## config.mk

```make
export PLATFORM = sky130hd
export DESIGN_NAME = channel_relay_decoder
export DESIGN_NICKNAME = d
export VERILOG_FILES = /design/src/hdl/relay_pkg.sv /design/src/hdl/group_dec_if.sv /design/src/hdl/group_decoder.sv /design/src/hdl/channel_relay_decoder.sv
export SDC_FILE = /design/constraint.sdc
export NUM_CORES = 1
export LEC_CHECK = 0
export BUFFER_PORTS_ARGS = -buffer_cell sky130_fd_sc_hd__buf_2
export CORE_ASPECT_RATIO = 1.5
export CORE_MARGIN = 5
export CORE_UTILIZATION = 50
export DETAILED_ROUTE_END_ITERATION = 7
export MAX_ROUTING_LAYER = met4
export PLACE_DENSITY = 0.85
export SYNTH_ARGS = -nofsm -noshare
export SYNTH_HDL_FRONTEND = slang
export SYNTH_SLANG_ARGS = --single-unit
```

## constraint.sdc

```tcl
create_clock -name clk -period 2.78 [get_ports clk]
set_input_delay 0.278 -clock clk [delete_from_list [all_inputs] [get_ports clk]]
set_output_delay 0.278 -clock clk [all_outputs]
set_load 0.03 [all_outputs]
```

## src/hdl/relay_pkg.sv

```systemverilog
// Shared constants, types and state layout for the selector-unit channel decoder
package relay_pkg;
   localparam int SEL_W       = 4;
   localparam int GROUPS      = 4;
   localparam int GROUP_SIZE  = 8;
   localparam int CHANNELS    = GROUPS * GROUP_SIZE;
   localparam int RELAYS      = 10;
   localparam int SYNC_W      = SEL_W + GROUPS + 2;
   localparam int SYNC_STAGES = 2;

   // Bit positions inside the synchronised input word
   localparam int POS_SEL    = 0;
   localparam int POS_EN     = POS_SEL + SEL_W;
   localparam int POS_RAISE  = POS_EN + GROUPS;
   localparam int POS_LOWER  = POS_RAISE + 1;

   // Group enables idle high, commands idle low
   localparam logic [SYNC_W-1:0] SYNC_RESET = {2'b00, {GROUPS{1'b1}}, {SEL_W{1'b0}}};
   localparam logic [RELAYS-1:0] RELAY_RESET = '0;

   // Channel ranges of the unit variants
   typedef enum {UNIT_1_10, UNIT_11_20, UNIT_21_30} unit_range_t;
   localparam int UNIT_SPAN = 10;

   typedef struct packed {
      logic [SYNC_W-1:0] sync1;
      logic [SYNC_W-1:0] sync2;
      logic [RELAYS-1:0] relayPull;
      logic [RELAYS-1:0] meterConnect;
      logic [RELAYS-1:0] raiseClose;
      logic [RELAYS-1:0] lowerClose;
      logic              raiseOn;
      logic              lowerOn;
   } state_t;
endpackage

```

## src/hdl/group_dec_if.sv

```systemverilog
// Carrier between the top module and one group decoder
`timescale 1ns/100ps
interface group_dec_if;
   logic [relay_pkg::SEL_W-1:0]      code;
   logic                             enable;
   logic [relay_pkg::GROUP_SIZE-1:0] hot;

   modport top (output code, output enable, input hot);
   modport dec (input code, input enable, output hot);
endinterface

```

## src/hdl/group_decoder.sv

```systemverilog
// One group decoder: within-group code to one-hot channel lines
`timescale 1ns/100ps
module group_decoder (
   group_dec_if.dec port
);
   always_comb begin
      for (int i = 0; i < relay_pkg::GROUP_SIZE; i++) begin
         // Codes of eight and above hit no line, so they release everything
         port.hot[i] = port.enable && (port.code == relay_pkg::SEL_W'(i));
      end
   end
endmodule

```

## src/hdl/channel_relay_decoder.sv

```systemverilog
// Selector-unit channel decoder with relay, metering and raise/lower drive
`timescale 1ns/100ps
module channel_relay_decoder #(
   parameter relay_pkg::unit_range_t UNIT = relay_pkg::UNIT_1_10
) (
   input  wire logic                         clk,
   input  wire logic                         resetn,
   input  wire logic [relay_pkg::SEL_W-1:0]  chanSel,
   input  wire logic                         group_en_first_n,
   input  wire logic                         group_en_second_n,
   input  wire logic                         group_en_third_n,
   input  wire logic                         group_en_fourth_n,
   input  wire logic                         raise_cmd,
   input  wire logic                         lower_cmd,
   output logic      [relay_pkg::RELAYS-1:0] relayPullOe,
   output logic      [relay_pkg::RELAYS-1:0] meterConnect,
   output logic      [relay_pkg::RELAYS-1:0] raiseClose,
   output logic      [relay_pkg::RELAYS-1:0] lowerClose,
   output logic                              raiseRelayOn,
   output logic                              lowerRelayOn
);
   // First channel of this unit, counted from channel 0 of the first group
   localparam int BASE = relay_pkg::UNIT_SPAN * int'(UNIT) + 1;

   relay_pkg::state_t                  state_r;
   relay_pkg::state_t                  state_nxt;
   logic [relay_pkg::SYNC_W-1:0]       pinWord;
   logic [relay_pkg::SEL_W-1:0]        selCode;
   logic [relay_pkg::GROUPS-1:0]       enN;
   logic                               enLegal;
   logic [relay_pkg::CHANNELS-1:0]     chanHot;
   logic [relay_pkg::RELAYS-1:0]       relayHot;
   logic                               raiseDrive;
   logic                               lowerDrive;

   assign pinWord = {lower_cmd, raise_cmd, group_en_fourth_n, group_en_third_n,
                     group_en_second_n, group_en_first_n, chanSel};

   assign selCode = state_r.sync2[relay_pkg::POS_SEL +: relay_pkg::SEL_W];
   assign enN     = state_r.sync2[relay_pkg::POS_EN +: relay_pkg::GROUPS];

   // Two enables low at once would close two relays, so such a word releases all
   assign enLegal = ($countones(~enN) == 1);

   group_dec_if decIf [relay_pkg::GROUPS] ();

   genvar g;
   generate
      for (g = 0; g < relay_pkg::GROUPS; g++) begin : gDec
         assign decIf[g].code   = selCode;
         // Enable order fixes groups 0-7, 8-15, 16-23, 24-31
         assign decIf[g].enable = enLegal && !enN[g];
         assign chanHot[g*relay_pkg::GROUP_SIZE +: relay_pkg::GROUP_SIZE] = decIf[g].hot;
         group_decoder uDec (
            .port (decIf[g])
         );
      end
   endgenerate

   // Only the unit's own ten channels reach its relays; the rest belong to other units on the bus, except channels 0 and 31, which no unit uses
   assign relayHot = chanHot[BASE +: relay_pkg::RELAYS];

   // Lower relay's back contacts break the raise path
   assign raiseDrive = state_r.sync2[relay_pkg::POS_RAISE] && !state_r.sync2[relay_pkg::POS_LOWER];
   assign lowerDrive = state_r.sync2[relay_pkg::POS_LOWER];

   always_comb begin
      state_nxt       = state_r;
      state_nxt.sync1 = pinWord;
      state_nxt.sync2 = state_r.sync1;
      state_nxt.relayPull    = relayHot;
      state_nxt.meterConnect = relayHot;
      state_nxt.raiseOn      = raiseDrive;
      state_nxt.lowerOn      = lowerDrive;
      state_nxt.raiseClose   = relayHot & {relay_pkg::RELAYS{raiseDrive}};
      state_nxt.lowerClose   = relayHot & {relay_pkg::RELAYS{lowerDrive}};
      if (!resetn) begin
         state_nxt.sync1        = relay_pkg::SYNC_RESET;
         state_nxt.sync2        = relay_pkg::SYNC_RESET;
         state_nxt.relayPull    = relay_pkg::RELAY_RESET;
         state_nxt.meterConnect = relay_pkg::RELAY_RESET;
         state_nxt.raiseClose   = relay_pkg::RELAY_RESET;
         state_nxt.lowerClose   = relay_pkg::RELAY_RESET;
         state_nxt.raiseOn      = 1'b0;
         state_nxt.lowerOn      = 1'b0;
      end
   end

   always_ff @(posedge clk) begin
      state_r <= state_nxt;
   end

   assign relayPullOe  = state_r.relayPull;
   assign meterConnect = state_r.meterConnect;
   assign raiseClose   = state_r.raiseClose;
   assign lowerClose   = state_r.lowerClose;
   assign raiseRelayOn = state_r.raiseOn;
   assign lowerRelayOn = state_r.lowerOn;
endmodule

```

==> impl_metrics.toml <==
[run_status]
status = "completed"

[critical_path]
crit_fanout = 21
worst-setup-path-type = "flip-flop to flip-flop"
slowest_stage = "fa_1"
r2r_end = "raiseClose[4]$_SDFF_PN0_"
path_depth = 7
cpMostUsedCell = "ha_1"
crit_end = "raiseClose[4]$_SDFF_PN0_"
required_ps = 2970
cp-startpoint = "enN[0]$_SDFF_PN1_"
critPathBufInv = 2
arrival_ps = 2640
path_delay_family = "adder cells"
r2r_start = "enN[0]$_SDFF_PN1_"
startpoint_type = "flip-flop"
rrSetupSlack_ps = 330
critical_path.endpoint_type = "flip-flop"
crit_chain = "fa_1 > inv_1 > ha_1 > ha_1 > or3b_1 > buf_4 > nor4_1"
reg2reg_depth = 7
max_stage_delay_ps = 560

[clocking]
clock_path_buffers = 2
cts_setup_buffers = 0
cts_tree = "built"
htree_levels = 2
numCtsBuffers = 5
clock_latency_ps = 290
cts-hold-fix-buffers = 0
clk_pin_slew_ps = 80
cts_sinks = 52
post_cts_resized = 0
root_buffer = "clkbuf_8"

[power]
power_leakage_nw = 0.926
power_density_nw_per_um2 = 627
vdd_drop_max_v = 0.000402

[synthesis]
synth_flop_cell = "dfxtp_1"
synth_area_leaders = "dfxtp_1 (54%), buf_4 (16%), nand2b_1 (4.2%)"
syn_inst = 178
yosysSeqAreaShare_pct = 53.9
ys_ff_latch = 52
synth_top_area_cell = "dfxtp_1"
synth_most_common_cell = "dfxtp_1"
async_flop_share_pct = 0
mappedNetlistNets = 193
syn-cell-area_sq_um = 1930
syn_avg_cell_area_sq_um = 10.8
netlist.area_leader.share_pct = 53.9
yosysWarnings = 0
synth_commonest_cells = "dfxtp_1 (52), buf_4 (41), nor3_1 (15)"
synth_edf_count = 0
synth_cell_types = 20

[global_route]
grt_overflow = 0
grtUsageTotal_pct = 12.3
grt_antenna_before_repair = 0
grt_max_degree = 25
grt_pass1_wl_um = 4600
grt_pass1_vias = 1057

[timing]
tightest_slew_ps = 397
rsz0062_at_grt = "no"
report.final.hold_viol_count = 0
fin_skew_ps = 4.16
whs_ps = 160
finalCriticalPeriod_ps = 2450
slew_viol_final = 0
setup_viol = 0
fmax_ghz = 0.408
tns_ps = 0
finalCritPeriodShare_pct = 88.2
maxSlewHeadroom_pct = 73.5

[final_layout]
multi_input_area_sq_um = 534
antenna_cells = 0
fill_cells = 350
fin_cells = 236
area_growth_pct = 5.06
ff_latch_area_sq_um = 1040
nNetsFinal = 208
drive_above_1_share_pct = 37.3

[routing]
drcViolationCount = 0
drt_first_pass_iters = 4
wl_um = 2780
wl_per_cell_um = 11.8
drtIter0Drc = 14
viasPerCell = 4.83
vias = 1141
ant_nets = 0

[placed_design]
hpwl_um = 2160
dpl.cell_count = 229
portBuffers = 53
gp_congestion = 0.802

[min_path]
hold_class = "input pin to flip-flop"

[run]
maxCapViolations = 0

[floorplan]
die_area_sq_um = 5230
start_util_pct = 52.0
die_w_um = 60.7
io_pins = 54
row_count = 27
core_area_sq_um = 3720
dieHeight_um = 86.1
[worst min-delay path by stage]
stage,startpoint,end,depth (start not counted)
finish,group_en_fourth_n,state_r[59]$_SDFF_PN1_,2
global placement,state_r[59]$_SDFF_PN1_,enN[3]$_SDFF_PN1_,1
CTS,group_en_fourth_n,state_r[59]$_SDFF_PN1_,2
global route,group_en_third_n,state_r[58]$_SDFF_PN1_,2
detailed placement,state_r[57]$_SDFF_PN1_,enN[1]$_SDFF_PN1_,1
floorplan,group_en_first_n,state_r[56]$_SDFF_PN1_,1
[per-stage QoR]
step | utilization, % | worst slack, ps | area, sq um | total power (W)
5_1_grt | 54.6 | 136 | 2030 | 0.00133
3_3_place_gp | 52.0 | 442 | 1930 | 0.000858
4_1_cts | 54.6 | 292 | 2030 | 0.00129
3_5_place_dp | 52.0 | 309 | 1930 | 0.000860
6_report | 54.6 | 327 | 2030 | 0.00127
2_1_floorplan | - | 533 | 1930 | 0.000842
[registers in the layout (all words and copies together), names as in the netlist]
signal / count
raiseRelayOn: 1
decIf.code: 4
raiseClose: 10
relayPullOe: 10
lowerRelayOn: 1
lowerClose: 10
enN: 4
lowerDrive: 1
state_r: 11
[worst register-to-register path, cell delays in order, from the launching register on]
cell     delay (ps)
dfxtp_1         380
fa_1            560
inv_1            40
ha_1            170
ha_1            300
or3b_1          360
buf_4           220
nor4_1          330
[layout make-up]
| cell class | instances | share of cell area (%) |
|---|---|---|
| flip-flops and latches | 52 | 51.3 |
| multi-input cells | 73 | 26.3 |
| repair buffers | 55 | 13.8 |
| clock buffers | 7 | 4.75 |
| well taps | 43 | 2.65 |
| inverters | 6 | 1.11 |
[cells by family (layout without fill, tap and decap cells)]
| family | Yosys count | in the layout | synth area share (%) |
|---|---|---|---|
| buffers and inverters | 53 | 68 | 18.4 |
| flip-flops | 52 | 52 | 53.9 |
| adder cells (fa/ha/maj) | 3 | 3 | 2.33 |
| AND/OR/NAND/NOR | 70 | 70 | 25.3 |
[where the power goes]
| group | internal [W] | switching [W] | total (W) |
|---|---|---|---|
| clock network | 0.000221 | 0.000209 | 0.000430 |
| registers | 0.000759 | 0.00000852 | 0.000767 |
| logic | 0.0000306 | 0.0000443 | 0.0000749 |
| total | 0.00101 | 0.000262 | 0.00127 |
[cell usage in the layout, fill, tap and decap left out, types with 2 or more instances in the layout]
cell       instances
and2_1            12
buf_2             53
buf_4              2
clkbuf_8           7
dfxtp_1           52
ha_1               2
inv_1              6
nand2_1            2
nand2b_1          13
nand4bb_1          2
nor3_1            15
nor4_1             9
nor4_2             6
or2_2              3
or3b_1             2
or4b_1             2
or4bb_1            2
[routing by layer]
metal,GRT usage (%),share of wire (%),wire length (um)
met5,-,0,0
met3,3.16,8.6,240
met4,8.88,3.2,88
met1,12.6,37,1030
met2,19.7,51,1410
Power figures use the tool's default switching activity.
